## src/verilog/icwc_pkg.sv

```systemverilog
// Constants, field layout and state encoding of the idle command wake controller
`default_nettype none
package icwc_pkg;
  // Frame codes
  localparam logic [7:0] IDLE_CODE   = 8'h07;
  localparam logic [7:0] FRAME_LEN   = 8'h0E;
  localparam int         PARAM_BYTES = 14;
  // Parameter byte positions after the length byte
  localparam int P_WAKE     = 0;
  localparam int P_ENTER_0  = 1;
  localparam int P_ENTER_1  = 2;
  localparam int P_WAIT_0   = 3;
  localparam int P_WAIT_1   = 4;
  localparam int P_LEAVE_0  = 5;
  localparam int P_LEAVE_1  = 6;
  localparam int P_INTERVAL = 7;
  localparam int P_OSC      = 8;
  localparam int P_DAC      = 9;
  localparam int P_CMP_LO   = 10;
  localparam int P_CMP_HI   = 11;
  localparam int P_SWING    = 12;
  localparam int P_TRIAL    = 13;
  // Wake source bit positions
  localparam int WB_TIMEOUT = 0;
  localparam int WB_TAG     = 1;
  localparam int WB_FIELD   = 2;
  localparam int WB_IRQ     = 3;
  localparam int WB_SEL     = 4;
  localparam int WAKE_W     = 5;
  localparam int TRIAL_BITS = 5;
  // Slow timing: 256 slow periods per reference, interval offset of 2
  localparam int         TMR_W       = 17;
  localparam logic [7:0] REF_LOW     = 8'h00;
  localparam logic [8:0] IVL_OFFSET  = 9'h002;
  // Reply bytes
  localparam logic [7:0] RSP_OK   = 8'h00;
  localparam logic [7:0] RSP_LEN1 = 8'h01;
  localparam logic [7:0] RSP_ERR  = 8'h82;
  localparam logic [7:0] RSP_LEN0 = 8'h00;
  // Register byte offsets
  localparam logic [7:0] REG_STATUS  = 8'h00;
  localparam logic [7:0] REG_WAKE_EN = 8'h04;
  localparam logic [7:0] REG_THRESH  = 8'h08;
  localparam logic [7:0] REG_TIMING  = 8'h0C;
  // Values after reset
  localparam logic [4:0]  WAKE_RST = 5'h00;
  localparam logic [7:0]  BYTE_RST = 8'h00;
  localparam logic [15:0] WORD_RST = 16'h0000;
  // Controller states, Gray along the usual path
  typedef enum logic [2:0] {
    ST_READY = 3'h0,
    ST_RECV  = 3'h1,
    ST_ENTER = 3'h3,
    ST_SLEEP = 3'h2,
    ST_OSC   = 3'h6,
    ST_DAC   = 3'h7,
    ST_BURST = 3'h5,
    ST_LEAVE = 3'h4
  } icwc_state_t;
endpackage
`default_nettype wire

```

## src/verilog/icwc_idle_ctrl.sv

```systemverilog
// Idle command decoder and wait-for-event wake controller
//
// Strobed register access and the register offsets were chosen for this implementation.
`timescale 1ns/10ps
`default_nettype none
module icwc_idle_ctrl (
  input  wire logic        clk_sys,        // System clock, 40 MHz
  input  wire logic        rst_n,          // Async reset, active low
  input  wire logic [7:0]  cmd_byte,       // Command byte from transport
  input  wire logic        cmd_valid,      // Command byte strobe
  output logic [7:0]       rsp_byte,       // Reply byte
  output logic             rsp_valid,      // Reply byte available
  input  wire logic        rsp_ready,      // Reply byte taken
  input  wire logic        lfo_clk_pin,    // Low frequency oscillator
  input  wire logic        field_det_pin,  // Field detector level
  input  wire logic        irq_in_n,       // Wake pin, low pulse
  input  wire logic        sel_n,          // Select pin, low pulse
  input  wire logic [7:0]  dac_level,      // Drive current measure
  input  wire logic        swing_pulse,    // One carrier swing done
  output logic             wait_mode,      // In wait-for-event mode
  output logic             hfo_enable,     // High frequency oscillator on
  output logic             dac_enable,     // Converter on
  output logic             burst_on,       // Detection burst active
  output logic [15:0]      res_word,       // Resource control word
  input  wire logic [7:0]  reg_addr,       // Register byte address
  input  wire logic [31:0] reg_wdata,      // Register write data
  input  wire logic        reg_wr,         // Register write strobe
  input  wire logic        reg_rd,         // Register read strobe
  output logic [31:0]      reg_rdata       // Read data, next cycle
);
  localparam int NB = icwc_pkg::PARAM_BYTES;

  icwc_pkg::icwc_state_t state, next_state;
  logic [7:0]  idx, next_idx, len, next_len, rsp_idx, next_rsp_idx;
  logic        have_len, next_have_len, err_flag, next_err_flag;
  logic [7:0]  frame_buf [NB];
  logic [7:0]  next_frame_buf [NB];
  logic [4:0]  wake_en, next_wake_en, wake_src, next_wake_src;
  logic [15:0] enter_word, next_enter_word, wait_word, next_wait_word;
  logic [15:0] leave_word, next_leave_word, next_res_word;
  logic [7:0]  interval, next_interval, osc_start, next_osc_start;
  logic [7:0]  dac_start, next_dac_start, cmp_lo, next_cmp_lo;
  logic [7:0]  cmp_hi, next_cmp_hi, swing_lim, next_swing_lim;
  logic [7:0]  trial_lim, next_trial_lim, swing_cnt, next_swing_cnt;
  logic [7:0]  next_rsp_byte;
  logic [4:0]  trial_cnt, next_trial_cnt;
  logic [31:0] next_rdata;
  logic [3:0]  pin_meta, pin_sync, pin_last;
  logic [7:0]  dac_meta, dac_sync;
  logic        lfo_tick, field_on, irq_fall, sel_fall, ext_hit;
  logic [4:0]  ext_src;
  logic        tmr_load, tmr_done, frame_end, tag_seen, trials_done;
  logic [icwc_pkg::TMR_W-1:0] tmr_val;

  // Interval wait: 256 slow periods times (coefficient + 2)
  function automatic logic [icwc_pkg::TMR_W-1:0] ivl_ticks(input logic [7:0] v);
    ivl_ticks = {({1'b0, v} + icwc_pkg::IVL_OFFSET), icwc_pkg::REF_LOW};
  endfunction

  // Reply byte by position
  function automatic logic [7:0] rsp_pick(input logic err, input logic [7:0] i,
                                          input logic [4:0] src);
    if (err) begin
      rsp_pick = (i == 8'h00) ? icwc_pkg::RSP_ERR : icwc_pkg::RSP_LEN0;
    end else if (i == 8'h00) begin
      rsp_pick = icwc_pkg::RSP_OK;
    end else if (i == 8'h01) begin
      rsp_pick = icwc_pkg::RSP_LEN1;
    end else begin
      rsp_pick = {3'h0, src};
    end
  endfunction

  // Two-stage synchronisers for pins
  always_ff @(posedge clk_sys or negedge rst_n) begin
    if (!rst_n) begin
      pin_meta <= 4'hC;  // Select and irq idle high, field and slow clock low
      pin_sync <= 4'hC;
      pin_last <= 4'hC;
      dac_meta <= 8'h00;
      dac_sync <= 8'h00;
    end else begin
      pin_meta <= {sel_n, irq_in_n, field_det_pin, lfo_clk_pin};
      pin_sync <= pin_meta;
      pin_last <= pin_sync;
      dac_meta <= dac_level;
      dac_sync <= dac_meta;
    end
  end

  // Slow tick and external wake events
  assign lfo_tick = pin_sync[0] & ~pin_last[0];
  assign field_on = pin_sync[1];
  assign irq_fall = pin_last[2] & ~pin_sync[2];
  assign sel_fall = pin_last[3] & ~pin_sync[3];
  assign ext_src  = sel_fall ? 5'h10 : irq_fall ? 5'h08 : 5'h04;
  assign ext_hit  = (sel_fall & wake_en[icwc_pkg::WB_SEL])
                  | (irq_fall & wake_en[icwc_pkg::WB_IRQ])
                  | (field_on & wake_en[icwc_pkg::WB_FIELD]);
  assign frame_end = cmd_valid && have_len && ((idx + 8'h01) == len);
  assign tag_seen  = (dac_sync < cmp_lo) || (dac_sync > cmp_hi);
  assign trials_done = wake_en[icwc_pkg::WB_TIMEOUT]
                     && (trial_cnt == trial_lim[icwc_pkg::TRIAL_BITS-1:0]);

  icwc_slow_timer #(
    .W (icwc_pkg::TMR_W)
  ) u_timer (
    .clk_sys  (clk_sys),
    .rst_n    (rst_n),
    .load     (tmr_load),
    .load_val (tmr_val),
    .tick     (lfo_tick),
    .expired  (tmr_done)
  );

  // Frame parse, wake sequencing, reply and registers
  always_comb begin
    next_state      = state;
    next_idx        = idx;
    next_len        = len;
    next_have_len   = have_len;
    next_err_flag   = err_flag;
    next_frame_buf  = frame_buf;
    next_wake_en    = wake_en;
    next_wake_src   = wake_src;
    next_enter_word = enter_word;
    next_wait_word  = wait_word;
    next_leave_word = leave_word;
    next_interval   = interval;
    next_osc_start  = osc_start;
    next_dac_start  = dac_start;
    next_cmp_lo     = cmp_lo;
    next_cmp_hi     = cmp_hi;
    next_swing_lim  = swing_lim;
    next_trial_lim  = trial_lim;
    next_swing_cnt  = swing_cnt;
    next_trial_cnt  = trial_cnt;
    next_res_word   = res_word;
    next_rsp_byte   = rsp_byte;
    next_rsp_idx    = rsp_idx;
    tmr_load        = 1'b0;
    tmr_val         = ivl_ticks(interval);
    next_rdata      = 32'h00000000;
    if (reg_wr && (reg_addr == icwc_pkg::REG_WAKE_EN)) begin
      next_wake_en = reg_wdata[4:0];
    end
    unique case (state)
      icwc_pkg::ST_READY: begin
        if (cmd_valid && (cmd_byte == icwc_pkg::IDLE_CODE)) begin
          next_state    = icwc_pkg::ST_RECV;
          next_idx      = 8'h00;
          next_have_len = 1'b0;
        end
      end
      icwc_pkg::ST_RECV: begin
        if (cmd_valid && !have_len) begin
          next_len      = cmd_byte;
          next_have_len = 1'b1;
          if (cmd_byte == 8'h00) begin
            next_err_flag = 1'b1;
            next_rsp_idx  = 8'h00;
            next_rsp_byte = icwc_pkg::RSP_ERR;
            next_state    = icwc_pkg::ST_LEAVE;
          end
        end else if (cmd_valid) begin
          if (idx < 8'(NB)) begin
            next_frame_buf[idx[3:0]] = cmd_byte;
          end
          next_idx = idx + 8'h01;
        end
        if (frame_end && (len == icwc_pkg::FRAME_LEN)) begin
          next_wake_en    = next_frame_buf[icwc_pkg::P_WAKE][4:0];
          next_enter_word = {next_frame_buf[icwc_pkg::P_ENTER_0],
                             next_frame_buf[icwc_pkg::P_ENTER_1]};
          next_wait_word  = {next_frame_buf[icwc_pkg::P_WAIT_0],
                             next_frame_buf[icwc_pkg::P_WAIT_1]};
          next_leave_word = {next_frame_buf[icwc_pkg::P_LEAVE_0],
                             next_frame_buf[icwc_pkg::P_LEAVE_1]};
          next_interval   = next_frame_buf[icwc_pkg::P_INTERVAL];
          next_osc_start  = next_frame_buf[icwc_pkg::P_OSC];
          next_dac_start  = next_frame_buf[icwc_pkg::P_DAC];
          next_cmp_lo     = next_frame_buf[icwc_pkg::P_CMP_LO];
          next_cmp_hi     = next_frame_buf[icwc_pkg::P_CMP_HI];
          next_swing_lim  = next_frame_buf[icwc_pkg::P_SWING];
          next_trial_lim  = next_frame_buf[icwc_pkg::P_TRIAL];
          next_res_word   = {next_frame_buf[icwc_pkg::P_ENTER_0],
                             next_frame_buf[icwc_pkg::P_ENTER_1]};
          next_err_flag   = 1'b0;
          next_trial_cnt  = 5'h00;
          next_state      = icwc_pkg::ST_ENTER;
        end else if (frame_end) begin
          next_err_flag = 1'b1;
          next_rsp_idx  = 8'h00;
          next_rsp_byte = icwc_pkg::RSP_ERR;
          next_state    = icwc_pkg::ST_LEAVE;
        end
      end
      icwc_pkg::ST_ENTER: begin
        tmr_load      = 1'b1;
        next_res_word = wait_word;
        next_state    = icwc_pkg::ST_SLEEP;
      end
      icwc_pkg::ST_SLEEP: begin
        if (tmr_done && wake_en[icwc_pkg::WB_TAG]) begin
          tmr_load   = 1'b1;
          tmr_val    = {9'h000, osc_start};
          next_state = icwc_pkg::ST_OSC;
        end else if (tmr_done && wake_en[icwc_pkg::WB_TIMEOUT] && !trials_done) begin
          tmr_load       = 1'b1;
          next_trial_cnt = trial_cnt + 5'h01;
        end
      end
      icwc_pkg::ST_OSC: begin
        if (tmr_done) begin
          tmr_load   = 1'b1;
          tmr_val    = {9'h000, dac_start};
          next_state = icwc_pkg::ST_DAC;
        end
      end
      icwc_pkg::ST_DAC: begin
        if (tmr_done) begin
          next_swing_cnt = 8'h00;
          next_state     = icwc_pkg::ST_BURST;
        end
      end
      icwc_pkg::ST_BURST: begin
        if (swing_pulse && (swing_cnt < swing_lim)) begin
          next_swing_cnt = swing_cnt + 8'h01;
        end
        if (swing_cnt >= swing_lim) begin
          next_state = icwc_pkg::ST_SLEEP;
          tmr_load   = 1'b1;
          if (!trials_done) begin
            next_trial_cnt = trial_cnt + 5'h01;
          end
        end
      end
      icwc_pkg::ST_LEAVE: begin
        if (rsp_ready) begin
          next_rsp_idx  = rsp_idx + 8'h01;
          next_rsp_byte = rsp_pick(err_flag, rsp_idx + 8'h01, wake_src);
          if (rsp_idx == (err_flag ? 8'h01 : 8'h02)) begin
            next_state    = icwc_pkg::ST_READY;
            next_res_word = icwc_pkg::WORD_RST;
          end
        end
      end
    endcase
    // Wake decision, external sources first
    if (wait_mode && (state != icwc_pkg::ST_ENTER)) begin
      if (ext_hit) begin
        next_wake_src = ext_src;
      end else if ((state == icwc_pkg::ST_BURST) && (swing_cnt >= swing_lim)
                   && tag_seen) begin
        next_wake_src = 5'h02;
      end else if (tmr_done && trials_done && ((state == icwc_pkg::ST_SLEEP)
                   || ((state == icwc_pkg::ST_BURST) && (swing_cnt >= swing_lim)))) begin
        next_wake_src = 5'h01;
      end
      if (next_wake_src != wake_src || ext_hit || next_state == state
          || state == icwc_pkg::ST_BURST) begin
        if (ext_hit || (next_wake_src != wake_src)
            || ((state == icwc_pkg::ST_BURST) && (swing_cnt >= swing_lim) && tag_seen)
            || (tmr_done && trials_done && ((state == icwc_pkg::ST_SLEEP)
                || ((state == icwc_pkg::ST_BURST) && (swing_cnt >= swing_lim))))) begin
          next_state    = icwc_pkg::ST_LEAVE;
          next_err_flag = 1'b0;
          next_rsp_idx  = 8'h00;
          next_rsp_byte = icwc_pkg::RSP_OK;
          next_res_word = leave_word;
          tmr_load      = 1'b0;
        end
      end
    end
    if (reg_rd) begin
      unique case (reg_addr)
        icwc_pkg::REG_STATUS:  next_rdata = {19'h00000, wake_src, 4'h0, wait_mode, state};
        icwc_pkg::REG_WAKE_EN: next_rdata = {27'h0000000, wake_en};
        icwc_pkg::REG_THRESH:  next_rdata = {trial_lim, swing_lim, cmp_hi, cmp_lo};
        icwc_pkg::REG_TIMING:  next_rdata = {8'h00, dac_start, osc_start, interval};
        default:               next_rdata = 32'h00000000;
      endcase
    end
  end

  always_ff @(posedge clk_sys or negedge rst_n) begin
    if (!rst_n) begin
      state      <= icwc_pkg::ST_READY;
      idx        <= icwc_pkg::BYTE_RST;
      len        <= icwc_pkg::BYTE_RST;
      have_len   <= 1'b0;
      err_flag   <= 1'b0;
      frame_buf  <= '{default: icwc_pkg::BYTE_RST};
      wake_en    <= icwc_pkg::WAKE_RST;
      wake_src   <= icwc_pkg::WAKE_RST;
      enter_word <= icwc_pkg::WORD_RST;
      wait_word  <= icwc_pkg::WORD_RST;
      leave_word <= icwc_pkg::WORD_RST;
      interval   <= icwc_pkg::BYTE_RST;
      osc_start  <= icwc_pkg::BYTE_RST;
      dac_start  <= icwc_pkg::BYTE_RST;
      cmp_lo     <= icwc_pkg::BYTE_RST;
      cmp_hi     <= icwc_pkg::BYTE_RST;
      swing_lim  <= icwc_pkg::BYTE_RST;
      trial_lim  <= icwc_pkg::BYTE_RST;
      swing_cnt  <= icwc_pkg::BYTE_RST;
      trial_cnt  <= 5'h00;
      res_word   <= icwc_pkg::WORD_RST;
      rsp_byte   <= icwc_pkg::BYTE_RST;
      rsp_idx    <= icwc_pkg::BYTE_RST;
      reg_rdata  <= 32'h00000000;
    end else begin
      state      <= next_state;
      idx        <= next_idx;
      len        <= next_len;
      have_len   <= next_have_len;
      err_flag   <= next_err_flag;
      frame_buf  <= next_frame_buf;
      wake_en    <= next_wake_en;
      wake_src   <= next_wake_src;
      enter_word <= next_enter_word;
      wait_word  <= next_wait_word;
      leave_word <= next_leave_word;
      interval   <= next_interval;
      osc_start  <= next_osc_start;
      dac_start  <= next_dac_start;
      cmp_lo     <= next_cmp_lo;
      cmp_hi     <= next_cmp_hi;
      swing_lim  <= next_swing_lim;
      trial_lim  <= next_trial_lim;
      swing_cnt  <= next_swing_cnt;
      trial_cnt  <= next_trial_cnt;
      res_word   <= next_res_word;
      rsp_byte   <= next_rsp_byte;
      rsp_idx    <= next_rsp_idx;
      reg_rdata  <= next_rdata;
    end
  end

  // Mode and resource enables
  assign wait_mode  = (state == icwc_pkg::ST_ENTER) || (state == icwc_pkg::ST_SLEEP)
                   || (state == icwc_pkg::ST_OSC) || (state == icwc_pkg::ST_DAC)
                   || (state == icwc_pkg::ST_BURST);
  assign hfo_enable = (state == icwc_pkg::ST_OSC) || (state == icwc_pkg::ST_DAC)
                   || (state == icwc_pkg::ST_BURST);
  assign dac_enable = (state == icwc_pkg::ST_DAC) || (state == icwc_pkg::ST_BURST);
  assign burst_on   = (state == icwc_pkg::ST_BURST);
  assign rsp_valid  = (state == icwc_pkg::ST_LEAVE);
endmodule
`default_nettype wire

```

## src/verilog/icwc_slow_timer.sv

```systemverilog
// Slow-clock down counter for interval and settle waits
`timescale 1ns/10ps
`default_nettype none
module icwc_slow_timer #(
  parameter int W = 17  // Counter width in bits, counts slow-clock periods
) (
  input  wire logic         clk_sys,   // System clock
  input  wire logic         rst_n,     // Async reset, active low
  input  wire logic         load,      // Start a new wait
  input  wire logic [W-1:0] load_val,  // Wait length in slow periods
  input  wire logic         tick,      // One slow period elapsed
  output logic              expired    // Count has reached zero
);
  logic [W-1:0] cnt;
  logic [W-1:0] next_cnt;

  // Reload, or count down once per slow period
  always_comb begin
    next_cnt = cnt;
    if (load) begin
      next_cnt = load_val;
    end else if (tick && (cnt != '0)) begin
      next_cnt = cnt - 1'b1;
    end
  end

  always_ff @(posedge clk_sys or negedge rst_n) begin
    if (!rst_n) begin
      cnt <= '0;
    end else begin
      cnt <= next_cnt;
    end
  end

  assign expired = (cnt == '0);
endmodule
`default_nettype wire

```

## config.mk

```make
export PLATFORM = sky130hd
export DESIGN_NAME = icwc_idle_ctrl
export DESIGN_NICKNAME = d
export VERILOG_FILES = /design/src/verilog/icwc_pkg.sv /design/src/verilog/icwc_idle_ctrl.sv /design/src/verilog/icwc_slow_timer.sv
export SDC_FILE = /design/constraint.sdc
export NUM_CORES = 1
export LEC_CHECK = 0
export BUFFER_PORTS_ARGS = -buffer_cell sky130_fd_sc_hd__buf_4
export CAP_MARGIN = 0
export CORE_MARGIN = 1.5
export CORE_UTILIZATION = 45
export DETAILED_ROUTE_END_ITERATION = 10
export GPL_TIMING_DRIVEN = 0
export PLACE_DENSITY = 0.7
export SETUP_SLACK_MARGIN = 0.05
export SLEW_MARGIN = 20
export SYNTH_ARGS = -nofsm -noshare
export SYNTH_HDL_FRONTEND = slang
export SYNTH_HIERARCHICAL = 1
export SYNTH_SLANG_ARGS = --single-unit
```

## constraint.sdc

```tcl
create_clock -name clk_sys -period 11.79 [get_ports clk_sys]
set_clock_uncertainty 0.15 [all_clocks]
set_input_delay 2.358 -clock clk_sys [delete_from_list [all_inputs] [get_ports clk_sys]]
set_output_delay 2.358 -clock clk_sys [all_outputs]
set_load 0.005 [all_outputs]
```

==> impl_metrics.yaml <==
outcome:
  status: "finished clean"
yosys:
  synth_area_per_cell_um2: 10.79
  synthDistinctLibCells: 89
  ys_ff_latch: 349
  synth_edf_count: 0
  synthArstFlopShare_pct: 100.0
  yosysWarnings: 6
  synth_area_mm2: 0.01739
  synth_flop_cell: "dfrtp_1"
  yosysSeqAreaShare_pct: 50.27
  synth_cells: 1611
  synth_nets: 1712
sta:
  hold_violations: 0
  tns_ns: 0
  rsz0062_at_grt: "false"
  finalSetupViolations: 0
  relSlewSlack_pct: 25.24
  min_period_ns: 5.636
  final_max_slew_viol_count: 0
  min_period_over_period_pct: 47.80
  setup_ws_ns: 6.154
  worstMarginPinSlew_ns: 1.121
  fmax_mhz: 177.4
  whs_ns: 0.1983
worst_setup_path:
  reg2reg_slack_ns: 6.15
  crit_family: "simple AND/OR/NAND/NOR gates"
  cp-start-kind: "register"
  critPathSlowestCell: "nor4_2"
  r2r-end: "u_timer/cnt[15]"
  crit_chain: "nor4_2 -> nand3_1 -> nor4_2 -> nand2_1 -> nor3_1 -> and2_0 -> buf_2 -> nand2_1 -> o41a_1 -> a21oi_4 -> buf_6 -> buf_4 -> nor2_1 -> clkbuf_1 -> inv_1 -> clkbuf_1 -> nor2_1 -> a31oi_1"
  path_class: "reg2reg"
  cp_max_fo: 10
  worstReg2RegStart: "u_timer/cnt[7]"
  cpPeakStageDelay_ns: 0.65
  worstSetupEndpointType: "register"
  path_buf_inv: 6
  worstPathRequired_ns: 12.11
  arrival_ns: 5.95
  rr_worst_depth: 18
clocking:
  cts_resized: 0
  clkSlewWorstSetupHoldPaths_ns: 0.06
  holdBufCountCts: 0
  root_buffer: "clkbuf_16"
  cts_setup_buffers: 0
  clkSinkCount: 349
  clkLatencyLatePin_ns: 0.56
  cts_tree: "yes"
  htreeDepth: 2
  numCtsBuffers: 39
  cts_buffer_depth: 3
floorplanning:
  die_w_um: 199.6
  ioPinCount: 128
  rows: 71
  die_y_um: 199.6
  core_area_mm2: 0.03784
  initial_core_util_pct: 45.95
  dieArea_mm2: 0.03983
routing:
  via_count: 13410
  viasPerCell: 5.867
  routed_wl_mm: 51.87
  wl_met3_mm: 3.403
  met1Wirelength_mm: 21.34
  highest_layer: "met4"
  wl_per_cell_um: 22.69
  firstDrtPassIters: 7
  route.detailed.drc: 0
  drtIter0Drc: 1308
  wl_met2_mm: 24.80
  ant_nets: 0
min_path:
  min_from: "pin_meta[0]"
  hp-class: "reg2reg"
  hold_end: "pin_sync[0]"
  hold-path-cell-count: 0
placement:
  numPortBuffers: 97
  dp_cells: 2222
  globalplace.congestion: 0.9394
  placed_area_mm2: 0.01885
  dp_hpwl_mm: 36.92
  dp_slack_ns: 6.283
final_layout:
  nNetsFinal: 1853
  final_area_mm2: 0.02005
  fin_cells: 2286
  mostFrequentLayoutCells: "dfrtp_1, nand2_1, mux2i_1, mux2_2, nor2_1"
  antenna-diode-count: 0
  final_core_util_pct: 52.99
  syn2layout_area_growth_pct: 15.31
  final_common_cell: "dfrtp_1"
  drive_gt1_share_pct: 20.85
pwr:
  finalPower_mw: 2.862
  cellPowerDensity_mw_per_mm2: 142.7
  irDropWorstVdd_v: 0.0001407
  leakagePower_nw: 9.520
global_route:
  grt_max_degree: 103
  antenna_found_initial: 0
  track_usage_pct: 26.84
  grt_pass1_wl_mm: 79.87
  grt_overflow: 0
  grt_pass1_vias: 13490
flow_run:
  drv_cap: 0
-- logic make-up after synthesis --
logic type | after synthesis | synth area share (%)
compound gates | 308 | 11.84
xor+xnor | 27 | 1.439
fa+ha+maj | 34 | 2.446
buf+inv | 151 | 4.029
flops | 349 | 50.27
mux | 261 | 16.27
simple gates | 481 | 13.71
-- synth_stat cells, drive strengths merged, types with 5 or more instances --
master / number / area share, %
nor2: 109 / 2.6
xor2: 15 / 0.76
dfrtp: 343 / 49
xnor2: 11 / 0.55
nand3: 41 / 1.2
or3: 13 / 0.47
a22oi: 10 / 0.43
nor3: 16 / 0.55
nand2b: 12 / 0.43
and3: 18 / 0.65
inv: 51 / 1.1
buf: 36 / 1.5
mux2: 133 / 8.6
nor2b: 19 / 0.68
nor4: 13 / 0.59
o21ai: 130 / 3.9
and2: 16 / 0.58
or4: 12 / 0.56
nand2: 178 / 3.9
mux2i: 124 / 7.1
o211ai: 6 / 0.26
ha: 34 / 2.4
a221oi: 16 / 0.81
a22o: 8 / 0.40
clkbuf: 64 / 1.4
a211oi: 22 / 1.1
nand4: 16 / 0.66
nor3b: 5 / 0.24
a31oi: 16 / 0.58
dfstp: 6 / 0.91
a21oi: 43 / 1.5
-- how the worst max path moves through the flow --
stage	slack [ns]	start	end	depth (start not counted)
floorplan	7.54	cmd_valid	res_word[10]	9
global placement	4.95	rst_n	res_word[8]	1
detailed placement	6.28	u_timer/cnt[8]	u_timer/cnt[15]	18
CTS	6.26	u_timer/cnt[8]	u_timer/cnt[15]	18
global route	5.92	u_timer/cnt[8]	u_timer/cnt[15]	18
finish	6.15	u_timer/cnt[7]	u_timer/cnt[15]	18
-- worst register-to-register path, delay by kind of cell, from the launching register on --
family	cells	cell delay [ns]
simple gates	9	2.36
buf+inv	6	1.47
compound gates	3	1.05
flops	1	0.47
-- sequential cells by signal, summed over array words and instances, names as in the netlist, 16 cells and up --
register	cells
u_timer/cnt	17
reg_rdata	32
res_word	16
wait_word	16
leave_word	16
frame_buf	109
-- layer usage --
layer / vias up / GRT usage [%]
met4: 0 / 12.45
li1: 6065 / -
met3: 133 / 4.692
met1: 6722 / 34.35
met2: 491 / 44.29
met5: - / 0
-- final cells by class --
type                    instances  area [µm²]
multi-input cells            1111        7954
clock buffers                  54        1092
repair buffers                100       818.3
fillers                      3395       17790
plain buffers                 100       509.2
flip-flops and latches        349        8741
clock inverters                10       106.4
inverters                      51       191.4
well taps                     511       639.4
-- power breakdown --
part	switching (mW)	total (mW)	leakage, nW	internal [mW]
logic	0.223	0.358	4.16	0.135
registers	0.0699	1.32	4.77	1.25
clock network	0.495	1.18	0.591	0.687
total	0.788	2.86	9.52	2.07
Note: power is estimated with default switching activity, not from simulation.
